## src/ebi_defines.vh

```
`ifndef EBI_DEFINES_VH
`define EBI_DEFINES_VH

// widths
`define EBI_ADR_W        26
`define EBI_ASI_W        4
`define EBI_DATA_W       32
`define EBI_BE_W         4
`define EBI_TT_W         8

// byte-lane enable codes (active low per lane)
`define EBI_BE_WORD      4'h0
`define EBI_BE_IDLE      4'hF

// request size encoding from the core
`define EBI_SIZE_BYTE    2'h0
`define EBI_SIZE_HALF    2'h1
`define EBI_SIZE_WORD    2'h2

// reset values
`define EBI_TT_RST       8'h00
`define EBI_DATA_RST     32'h00000000

// turnaround idle cycles between the load and store halves of an atomic
`define EBI_TURN_CYCLES  1

`endif

```

## src/ebi_arbiter.v

```verilog
`timescale 1ns/1ps
`default_nettype none
// external ownership handshake; the device owns the bus by default
module ebi_arbiter
(
	// clock and reset
	input  wire clk_sys,
	input  wire rst_n,
	// bus state from the sequencer
	input  wire bus_quiet,
	input  wire lock_active,
	// external ownership
	input  wire external_ownership_request,
	output reg  ownership_granted
);

	always @(posedge clk_sys or negedge rst_n)
	begin
		if (!rst_n)
			ownership_granted <= 1'b0;
		else if (!external_ownership_request)
			ownership_granted <= 1'b0;
		else if (bus_quiet && !lock_active)
			ownership_granted <= 1'b1;
	end

endmodule
`default_nettype wire

```

## src/ebi_fault.v

```verilog
`include "ebi_defines.vh"
`timescale 1ns/1ps
`default_nettype none
// memory fault reporting and trap code keep
module ebi_fault
(
	// clock and reset
	input  wire                  clk_sys,
	input  wire                  rst_n,
	// completion from the sequencer
	input  wire                  done,
	input  wire                  fault,
	input  wire                  done_is_data,
	// halt code capture
	input  wire                  halt_error,
	input  wire [`EBI_TT_W-1:0]  halt_code,
	// to the execution core
	output reg                   data_access_exc,
	output reg                   instr_access_exc,
	output reg  [`EBI_TT_W-1:0]  trap_code_field
);

	always @(posedge clk_sys or negedge rst_n)
	begin
		if (!rst_n)
		begin
			data_access_exc  <= 1'b0;
			instr_access_exc <= 1'b0;
		end
		else
		begin
			data_access_exc  <= done && fault && done_is_data;
			instr_access_exc <= done && fault && !done_is_data;
		end
	end

	// no reset term: the code survives reset after an error halt with power kept
	always @(posedge clk_sys)
	begin
		if (halt_error)
			trap_code_field <= halt_code;
	end

endmodule
`default_nettype wire

```

## src/ebi_unit.v

```verilog
`include "ebi_defines.vh"
`timescale 1ns/1ps
`default_nettype none
module ebi_unit
(
	// clock and reset
	input  wire                   clk_sys,
	input  wire                   rst_n,
	// data request port
	input  wire                   dreq_valid,
	output wire                   dreq_ready,
	input  wire                   dreq_write,
	input  wire                   dreq_double,
	input  wire                   dreq_atomic,
	input  wire [1:0]             dreq_size,
	input  wire [1:0]             dreq_byte,
	input  wire [`EBI_ADR_W-1:0]  dreq_adr,
	input  wire [`EBI_ASI_W-1:0]  dreq_asi,
	input  wire [`EBI_DATA_W-1:0] dreq_wdata0,
	input  wire [`EBI_DATA_W-1:0] dreq_wdata1,
	// instruction request port
	input  wire                   ireq_valid,
	output wire                   ireq_ready,
	input  wire [`EBI_ADR_W-1:0]  ireq_adr,
	input  wire [`EBI_ASI_W-1:0]  ireq_asi,
	// response to the core
	output reg                    resp_valid,
	output reg                    resp_is_data,
	output reg                    resp_fault,
	output reg  [`EBI_DATA_W-1:0] resp_rdata,
	output wire                   data_access_exc,
	output wire                   instr_access_exc,
	// error halt capture
	input  wire                   halt_error,
	input  wire [`EBI_TT_W-1:0]   halt_code,
	output wire [`EBI_TT_W-1:0]   trap_code_field,
	// external bus
	output reg                    address_strobe_n,
	output reg                    read_not_write,
	output reg  [`EBI_BE_W-1:0]   byte_lane_enables_n,
	output reg  [`EBI_ADR_W-1:0]  adr,
	output reg  [`EBI_ASI_W-1:0]  space_identifier,
	output reg                    lock_n,
	output wire                   bus_oe,
	output reg  [`EBI_DATA_W-1:0] data_out,
	output reg                    data_oe,
	input  wire [`EBI_DATA_W-1:0] data_in,
	input  wire                   ready_n,
	input  wire                   memory_fault_in_n,
	// ownership
	input  wire                   external_ownership_request_n,
	output wire                   ownership_granted_n
);

	localparam ST_IDLE = 2'h0;
	localparam ST_WAIT = 2'h1;
	localparam ST_TURN = 2'h2;

	reg  [1:0]             state;
	reg  [1:0]             next_state;
	reg                    cur_data;
	reg                    cur_write;
	reg                    cur_double;
	reg                    cur_atomic;
	reg                    second;
	reg                    last_read;
	reg  [`EBI_BE_W-1:0]   cur_be;
	reg  [`EBI_DATA_W-1:0] cur_wdata1;
	reg                    wr_pending;
	wire                   granted;
	wire                   ready;
	wire                   fault;
	wire                   done;
	wire                   final_done;
	wire                   start_d;
	wire                   start_i;
	wire                   more;
	wire                   start_any;

	// lane enables for a data load or store of the given size and byte offset, active low
	function [`EBI_BE_W-1:0] be_code;
		input [1:0] size;
		input [1:0] offs;
		begin
			case (size)
				`EBI_SIZE_BYTE: be_code = ~(4'h8 >> offs);
				`EBI_SIZE_HALF: be_code = offs[1] ? 4'hC : 4'h3;
				default:        be_code = `EBI_BE_WORD;
			endcase
		end
	endfunction

	assign ready = !ready_n;
	assign fault = !memory_fault_in_n;
	assign done = (state == ST_WAIT) && ready;
	// second transfer of a double or atomic still to come
	assign more = (cur_double || cur_atomic) && !second;
	assign final_done = done && !more;
	assign start_d = (state == ST_IDLE) && !granted && dreq_valid;
	assign start_i = (state == ST_IDLE) && !granted && !dreq_valid && ireq_valid;
	assign dreq_ready = start_d;
	assign ireq_ready = start_i;
	assign bus_oe = !granted;

	always @*
	begin
		next_state = state;
		case (state)
			ST_IDLE:
				if (start_d || start_i)
					next_state = ST_WAIT;
			ST_WAIT:
				if (done)
				begin
					if (!more)
						next_state = ST_IDLE;
					else if (cur_atomic)
						next_state = ST_TURN;
					else
						next_state = ST_WAIT;
				end
			ST_TURN:
				next_state = ST_WAIT;
			default:
				next_state = ST_IDLE;
		endcase
	end

	always @(posedge clk_sys or negedge rst_n)
	begin
		if (!rst_n)
		begin
			state               <= ST_IDLE;
			cur_data            <= 1'b0;
			cur_write           <= 1'b0;
			cur_double          <= 1'b0;
			cur_atomic          <= 1'b0;
			second              <= 1'b0;
			last_read           <= 1'b0;
			cur_be              <= `EBI_BE_IDLE;
			cur_wdata1          <= `EBI_DATA_RST;
			wr_pending          <= 1'b0;
			address_strobe_n    <= 1'b1;
			read_not_write      <= 1'b1;
			byte_lane_enables_n <= `EBI_BE_IDLE;
			adr                 <= {`EBI_ADR_W{1'b0}};
			space_identifier    <= {`EBI_ASI_W{1'b0}};
			lock_n              <= 1'b1;
			data_out            <= `EBI_DATA_RST;
			data_oe             <= 1'b0;
			resp_valid          <= 1'b0;
			resp_is_data        <= 1'b0;
			resp_fault          <= 1'b0;
			resp_rdata          <= `EBI_DATA_RST;
		end
		else
		begin
			state            <= next_state;
			address_strobe_n <= 1'b1;
			resp_valid       <= 1'b0;
			if (start_d)
			begin
				cur_data   <= 1'b1;
				cur_write  <= dreq_write && !dreq_atomic;
				cur_double <= dreq_double && !dreq_atomic;
				cur_atomic <= dreq_atomic;
				second     <= 1'b0;
				cur_be     <= be_code(dreq_size, dreq_byte);
				cur_wdata1 <= dreq_atomic ? dreq_wdata0 : dreq_wdata1;
				address_strobe_n    <= 1'b0;
				adr                 <= dreq_adr;
				space_identifier    <= dreq_asi;
				read_not_write      <= !(dreq_write && !dreq_atomic);
				byte_lane_enables_n <= be_code(dreq_size, dreq_byte);
				lock_n              <= !dreq_atomic;
				data_out            <= dreq_wdata0;
				// a plain write drives data at once, even right after a read; only the
				// store half of an atomic waits for the idle turnaround cycle
				data_oe             <= dreq_write && !dreq_atomic;
				wr_pending          <= 1'b0;
			end
			else if (start_i)
			begin
				cur_data   <= 1'b0;
				cur_write  <= 1'b0;
				cur_double <= 1'b0;
				cur_atomic <= 1'b0;
				second     <= 1'b0;
				address_strobe_n    <= 1'b0;
				adr                 <= ireq_adr;
				space_identifier    <= ireq_asi;
				read_not_write      <= 1'b1;
				byte_lane_enables_n <= `EBI_BE_WORD;
				lock_n              <= 1'b1;
				data_oe             <= 1'b0;
			end
			else if (done)
			begin
				last_read  <= !cur_write;
				resp_valid <= 1'b1;
				resp_is_data <= cur_data;
				resp_fault <= fault;
				// faulted reads hand back zero rather than bus data
				resp_rdata <= (!cur_write && !fault) ? data_in : `EBI_DATA_RST;
				if (more && cur_double)
				begin
					// back-to-back second word of a double
					second           <= 1'b1;
					address_strobe_n <= 1'b0;
					adr              <= adr + {{(`EBI_ADR_W-1){1'b0}}, 1'b1};
					data_out         <= cur_wdata1;
				end
				else if (more && cur_atomic)
				begin
					// read half done: direction turns now, store follows the idle cycle
					second     <= 1'b1;
					wr_pending <= 1'b1;
					read_not_write <= 1'b0;
				end
				else
				begin
					// whole transaction over: release lanes, lock and data drivers
					read_not_write      <= 1'b1;
					byte_lane_enables_n <= `EBI_BE_IDLE;
					lock_n              <= 1'b1;
					data_oe             <= 1'b0;
				end
			end
			else if (state == ST_TURN && wr_pending)
			begin
				// store half of the atomic after the idle turnaround cycle
				wr_pending       <= 1'b0;
				address_strobe_n <= 1'b0;
				data_out         <= cur_wdata1;
				data_oe          <= 1'b1;
				byte_lane_enables_n <= cur_be;
			end
		end
	end

	// grant only from a quiet, unlocked bus
	ebi_arbiter u_arb
	(
		.clk_sys                    (clk_sys),
		.rst_n                      (rst_n),
		.bus_quiet                  ((state == ST_IDLE) && !start_any),
		.lock_active                (!lock_n),
		.external_ownership_request (!external_ownership_request_n),
		.ownership_granted          (granted)
	);

	// a request taken in the idle cycle goes ahead of the grant, so the grant
	// never lands on the edge that launches a strobe
	assign start_any = start_d || start_i;
	assign ownership_granted_n = !granted;

	ebi_fault u_fault
	(
		.clk_sys          (clk_sys),
		.rst_n            (rst_n),
		.done             (done),
		.fault            (fault),
		.done_is_data     (cur_data),
		.halt_error       (halt_error),
		.halt_code        (halt_code),
		.data_access_exc  (data_access_exc),
		.instr_access_exc (instr_access_exc),
		.trap_code_field  (trap_code_field)
	);

	// final_done marks the end of the whole transaction; no output carries it to the core
	wire unused_final;
	assign unused_final = final_done;

endmodule
`default_nettype wire

```

## config.mk

```make
export PLATFORM = sky130hd
export DESIGN_NAME = ebi_unit
export DESIGN_NICKNAME = d
export VERILOG_FILES = /design/src/ebi_arbiter.v /design/src/ebi_fault.v /design/src/ebi_unit.v
export VERILOG_INCLUDE_DIRS = /design/src /design/src/src
export SDC_FILE = /design/constraint.sdc
export NUM_CORES = 1
export LEC_CHECK = 0
export CAP_MARGIN = 30
export CORE_MARGIN = 2
export CORE_UTILIZATION = 60
export CTS_BUF_LIST = sky130_fd_sc_hd__clkbuf_16
export DETAILED_ROUTE_END_ITERATION = 16
export DONT_BUFFER_PORTS = 1
export GPL_ROUTABILITY_DRIVEN = 0
export HOLD_SLACK_MARGIN = 0.03
export PLACE_DENSITY = 0.75
export SLEW_MARGIN = 15
export SYNTH_ARGS = -nofsm -noshare
export SYNTH_HDL_FRONTEND = slang
export SYNTH_SLANG_ARGS = --single-unit
```

## constraint.sdc

```tcl
create_clock -name clk_sys -period 2.9 [get_ports clk_sys]
set_clock_uncertainty 0.1 [all_clocks]
set_input_delay 0.145 -clock clk_sys [delete_from_list [all_inputs] [get_ports clk_sys]]
set_output_delay 0.145 -clock clk_sys [all_outputs]
set_load 0.01 [all_outputs]
```

# Word level (Yosys, flattened, before mapping)
# Cells that the tools add are included.
# word_totals
register_bits,160
output_inout_bits,119
in_bits,179
word_cells,157
# classes
mux,67
reduce_logical,47
shift,1
n_eq_ne,13
bitwise_logic,3
addsub,1
# op_table
cell,count
32-bit 2-to-1 mux,7
26-bit 2-to-1 mux,4
1-bit 2-to-1 mux,41
4-bit 2-to-1 mux,9
26-bit by 1-bit adder with 26-bit output (second input constant),1
1-bit logical AND,17
3-bit inequality test (second input constant),5
3-bit AND reduction,4
1-bit logical NOT,10
3-bit nonzero test,3
2-bit 2-to-1 mux,4
4-bit inequality test (second input constant),2
4-bit one-hot mux with 2 select lines,1
2-bit AND reduction,4
4-bit nonzero test,2
2-bit one-hot mux with 3 select lines,1
2-bit by 1-bit == test with 1-bit output (second input constant),2
2-bit logical NOT,2
2-bit inequality test (second input constant),2
4-bit inverter,1
4-bit AND reduction,1
2-bit nonzero test,2
4-bit by 2-bit right shift with 4-bit output (first input constant),1
2-bit == test (second input constant),1
3 further kinds,5

# Longest topological paths before layout
# logic_depth
depth_word,10
depth_mapped,9
ltp_nobuf,6

# By module
# From an unflattened synthesis, not the netlist that was laid out.
# unflattened
cells_unflattened,778
area_unflattened_um2,7402.1
# modules_own_cells
module,n_inst,area_each_um2,cells_per_inst,seq_area_each_um2
ebi_unit,1,7049.3,763,3742.3
ebi_fault,1,306.5,12,290.3
ebi_arbiter,1,46.3,3,25.0

# Worst setup path after synthesis
# OpenSTA, ideal clock, no wires.
# synth_path
kind,flip-flop to flip-flop
startpoint,register state[1]
endpoint,register adr[24]
path_stages_with_launch,8
setup_slack_ns,0.916
synth_period_minus_slack_ns,1.984
n_path_buf,2
setup_time_ns,0.134
arrival_ns,1.750
path_cell_list,dfrtp_1 buf_6 or4b_4 nand2_4 inv_2 buf_2 a222oi_1 o21ai_1
# synth_between
elab_chain_len,6
# synth_lines
element,line_no,rtl
"start, declared",ebi_unit.v:59,reg [1:0] state;
"start signal, assigned",ebi_unit.v:158,state <= next_state;
2-bit logical NOT *,ebi_unit.v:100,assign start_i = (state == ST_IDLE) && !granted && !dreq_valid && ireq_valid;
1-bit logical AND * (3 in series),ebi_unit.v:100,
via ireq_ready,ebi_unit.v:23,"output wire ireq_ready,"
3-bit nonzero test (no line) or 26-bit 2-to-1 mux (tied branches),--,
2-bit AND reduction (no line) or 26-bit 2-to-1 mux (tied branches),--,
"end signal, assigned",ebi_unit.v:146,adr <= {`EBI_ADR_W{1'b0}};
"end signal, assigned",ebi_unit.v:171,adr <= dreq_adr;
"end signal, assigned",ebi_unit.v:190,adr <= ireq_adr;
"end, declared",ebi_unit.v:41,"output reg [`EBI_ADR_W-1:0] adr,"
# Mark *: on every way through the listed nets, which the timed path passes. The rest lies on a longest branch.
# A chain may end at the register's enable or synchronous reset.

# Worst setup path after layout
# layout_path
startpoint,register u_arb.ownership_granted
endpoint,register adr[5]
# layout_between
elab_chain_len,6
# layout_lines
element,line_no,rtl
"start, declared",ebi_arbiter.v:14,output reg ownership_granted
"start signal, assigned",ebi_arbiter.v:20,ownership_granted <= 1'b0;
"start signal, assigned",ebi_arbiter.v:22,ownership_granted <= 1'b0;
"start signal, assigned",ebi_arbiter.v:24,ownership_granted <= 1'b1;
1-bit logical NOT *,ebi_unit.v:100,
1-bit logical AND * (3 in series),ebi_unit.v:100,
via ireq_ready,ebi_unit.v:23,
3-bit nonzero test (no line) or 26-bit 2-to-1 mux (tied branches),--,
2-bit AND reduction (no line) or 26-bit 2-to-1 mux (tied branches),--,
# Marked as above.

==> out/metrics.cfg <==
[drt]
detail_route.wl_per_cell_microns=21.77
dr.pass1.iters=6
viasPerCell=6.381
antenna_left=0
vias=7268
first_iter_violations=893
route.detailed.drc=0
wl_microns=24800

[floorplanning]
io_pins=298
dieArea_sq_um=13630
die_width_microns=116.8
die_h_microns=116.8
start_util_pct=60.95
core_area_sq_um=12520
rows=41

[place]
dpl.cell_count=917
post-place-ws_ps=381.6
io_buffers=0
placed_area_sq_um=7630
hpwl_microns=13200

[synthesis]
yosysTopAreaCellShare_pct=46.25
synth_ff_type=dfrtp_1
yosysUniqueCellTypes=68
synth.avg_cell_area_sq_um=9.669
synthArstFlopShare_pct=95.00
yosys-top-cells-area=dfrtp_1 (46%), nand2_1 (8.3%), o21ai_0 (6.0%), mux2i_1 (5.0%), dfstp_2 (3.8%)
syn_inst=789
yosys.area.top_type=dfrtp_1
synth.most_common_cell=nand2_1
netlist_top_cells_count=nand2_1 (169), dfrtp_1 (141), o21ai_0 (91)
synth_fp_nets=969
synth_area_sq_um=7629
yosysSeqAreaShare_pct=53.19
yosys_warnings=0
synth-seq-cells=160
synth-edff-count=8

[power]
comb_power_share_pct=35.0
total_power_mw=10.20
p_leak_nw=4.545
sw_frac_of_total_pct=40.66
power.internal_mw=6.053
switching_power_mw=4.147
p_seq_share_pct=43.8
vdd_drop_max_mv=0.5590
powerDensity_nw_per_um2=1007
pwr-share-clk_pct=21.2

[clocking]
cts_buffer_depth=2
clock_sink_count=160
hold_buffers=186
clk_pin_slew_ps=60
root_buffer=clkbuf_16
cts_buffers=17
clk_latency_ps=410
cts_tree=yes
htreeDepth=4

[critical_path]
worstPathMaxFanout=24
cpLargestDelayFamily=simple AND/OR/NAND/NOR gates
max_stage_delay_ps=670
crit_path_start_kind=register
cp-end-kind=register
crit_type=register to register
ff2ff_setup_slack_ps=100
path_buf_inv=2
reg2reg_depth=7
cp_data_required_time_ps=3100
reg2reg_to=adr[5]$_DFFE_PN0P_
reg2reg_from=u_arb.ownership_granted$_DFFE_PN0P_
cp_slowest_cell=or4b_4
worstPathArrival_ps=3000
path_cells=or4b_4 -> nand2_4 -> inv_4 -> a22oi_1 -> dlygate4sd3_1 -> o21ai_0 -> o21a_1

[timing]
report.final.hold_viol_count=152
whs_ps=-679.5
setup_tns_ps=0
max_slew.worst_pin.slew_ps=662.3
finalMaxSlewViolations=0
fmax_ghz=0.3576
finalCriticalPeriod_ps=2797
slew_headroom_pct=55.51
setup_viol=0
setup_slack_ps=103.4
period_share_pct=96.43
grt_setup_unrepaired=false

[status]
outcome=finished with violations
violations=negative hold slack

[final_layout]
syn_to_final_growth_pct=32.77
nNetsFinal=1132
drive_above_1_share_pct=8.497
final_cells=1139
finalInstanceArea_sq_um=10130

[global_routing]
globalRouteTotalUtil_pct=35.57
grt_pass1_wl_microns=37010
grt_pass1_vias=7242
grt_max_degree=153
grt-ovfl-total=0
antenna_found_initial=2

[job]
max_cap_violations=0

[min_path]
hp-class=input pin to asynchronous set/reset pin

-- per-stage QoR --
stage | hold WS, ps | util, %
final | -679.5 | 80.92
after floorplan | -250.6 | -
after detailed placement | -247.3 | 60.96
after global routing | -694.3 | 80.92
after CTS | -693.8 | 80.53
after global placement | -247.8 | 60.87
-- cell families after synthesis --
group,after synthesis,share of synthesized area (%)
and+or+nand+nor,289,17.16
AOI/OAI and AO/OA,233,19.47
DFF,160,53.19
buffers and inverters,64,4.445
muxes,42,5.576
adders and majority gates,1,0.1640
-- worst register-to-register path: stages, from the launching register on --
cell and delay [ps]:
dfrtp_1 500, or4b_4 670, nand2_4 170, inv_4 150
a22oi_1 240, dlygate4sd3_1 620, o21ai_0 120, o21a_1 120
-- power groups by stage --
stage | Clock (mW) | Sequential [mW] | Combinational [mW]
6_report | 2.16 | 4.47 | 3.57
5_1_grt | 2.28 | 4.56 | 3.95
4_1_cts | 2.17 | 4.38 | 3.31
3_5_place_dp | 0 | 4.41 | 2.83
3_3_place_gp | 0 | 4.36 | 2.67
2_1_floorplan | 0 | 4.13 | 2.41
-- placed cells by master (no fill, tap or decap), types with 3 or more instances in the layout --
master,synthesis,layout
dlygate4sd3_1,0,185
o21a_1,7,7
clkinv_4,1,4
a22o_1,3,3
a31oi_1,6,6
o21ai_1,10,10
a21oi_1,29,29
mux2_2,4,4
clkbuf_16,0,17
a222oi_1,4,4
clkinv_2,0,4
edfxtp_1,8,8
dfrtp_1,141,140
dfstp_2,11,11
and3_1,7,7
a21o_1,5,5
a221oi_1,3,3
a211o_1,4,4
a21boi_0,32,32
mux2i_1,38,38
nand2_1,169,169
nor2_1,28,27
buf_4,4,9
o21ai_0,91,91
nor2b_1,8,7
inv_1,7,8
and4_1,4,4
nor3_1,7,6
a22oi_1,11,11
nand3_1,45,45
a2bb2oi_1,7,7
nand4_1,5,5
-- layer usage --
metal,GRT usage [%],vias up,wire (microns)
met5,0,-,0
met4,20.00,0,1073
met3,10.33,107,2292
met2,59.85,513,12620
met1,40.77,3517,8813
li1,-,3131,-
-- state kept, by name (all words and copies together), names as in the netlist, 2 cells and up --
name / flops
resp_rdata: 32
data_out: 32
adr: 26
u_fault.trap_code_field: 8
state: 2
cur_wdata1: 32
space_identifier: 4
cur_be: 4
byte_lane_enables_n: 4
-- repair_timing --
action | in CTS | in global routing
buffers inserted | 0 | 1
resized for setup | 0 | 10
setup endpoints to repair | 0 | 22
hold endpoints to repair | 310 | 152
-- how the worst max path moves through the flow --
| stage | startpoint | endpoint | cells after the start |
|---|---|---|---|
| CTS | state[1]$_DFFE_PN0P_ | adr[11]$_DFFE_PN0P_ | 6 |
| global route | state[1]$_DFFE_PN0P_ | adr[11]$_DFFE_PN0P_ | 6 |
| global placement | state[1]$_DFFE_PN0P_ | adr[22]$_DFFE_PN0P_ | 5 |
| detailed placement | state[1]$_DFFE_PN0P_ | byte_lane_enables_n[3]$_DFFE_PN1P_ | 5 |
| finish | u_arb.ownership_granted$_DFFE_PN0P_ | adr[5]$_DFFE_PN0P_ | 7 |
| floorplan | state[1]$_DFFE_PN0P_ | adr[24]$_DFFE_PN0P_ | 7 |
-- final cells by class --
class,instances,area (sq um)
Antenna cell,2,5.005
Clock buffer,17,425.4
Clock inverter,15,145.1
Fill cell,710,2389
Inverter,10,48.80
Multi-Input combinational cell,566,3261
Sequential cell,160,4059
Tap cell,172,215.2
Timing Repair Buffer,197,1969
Note: power is estimated with default switching activity, not from simulation.
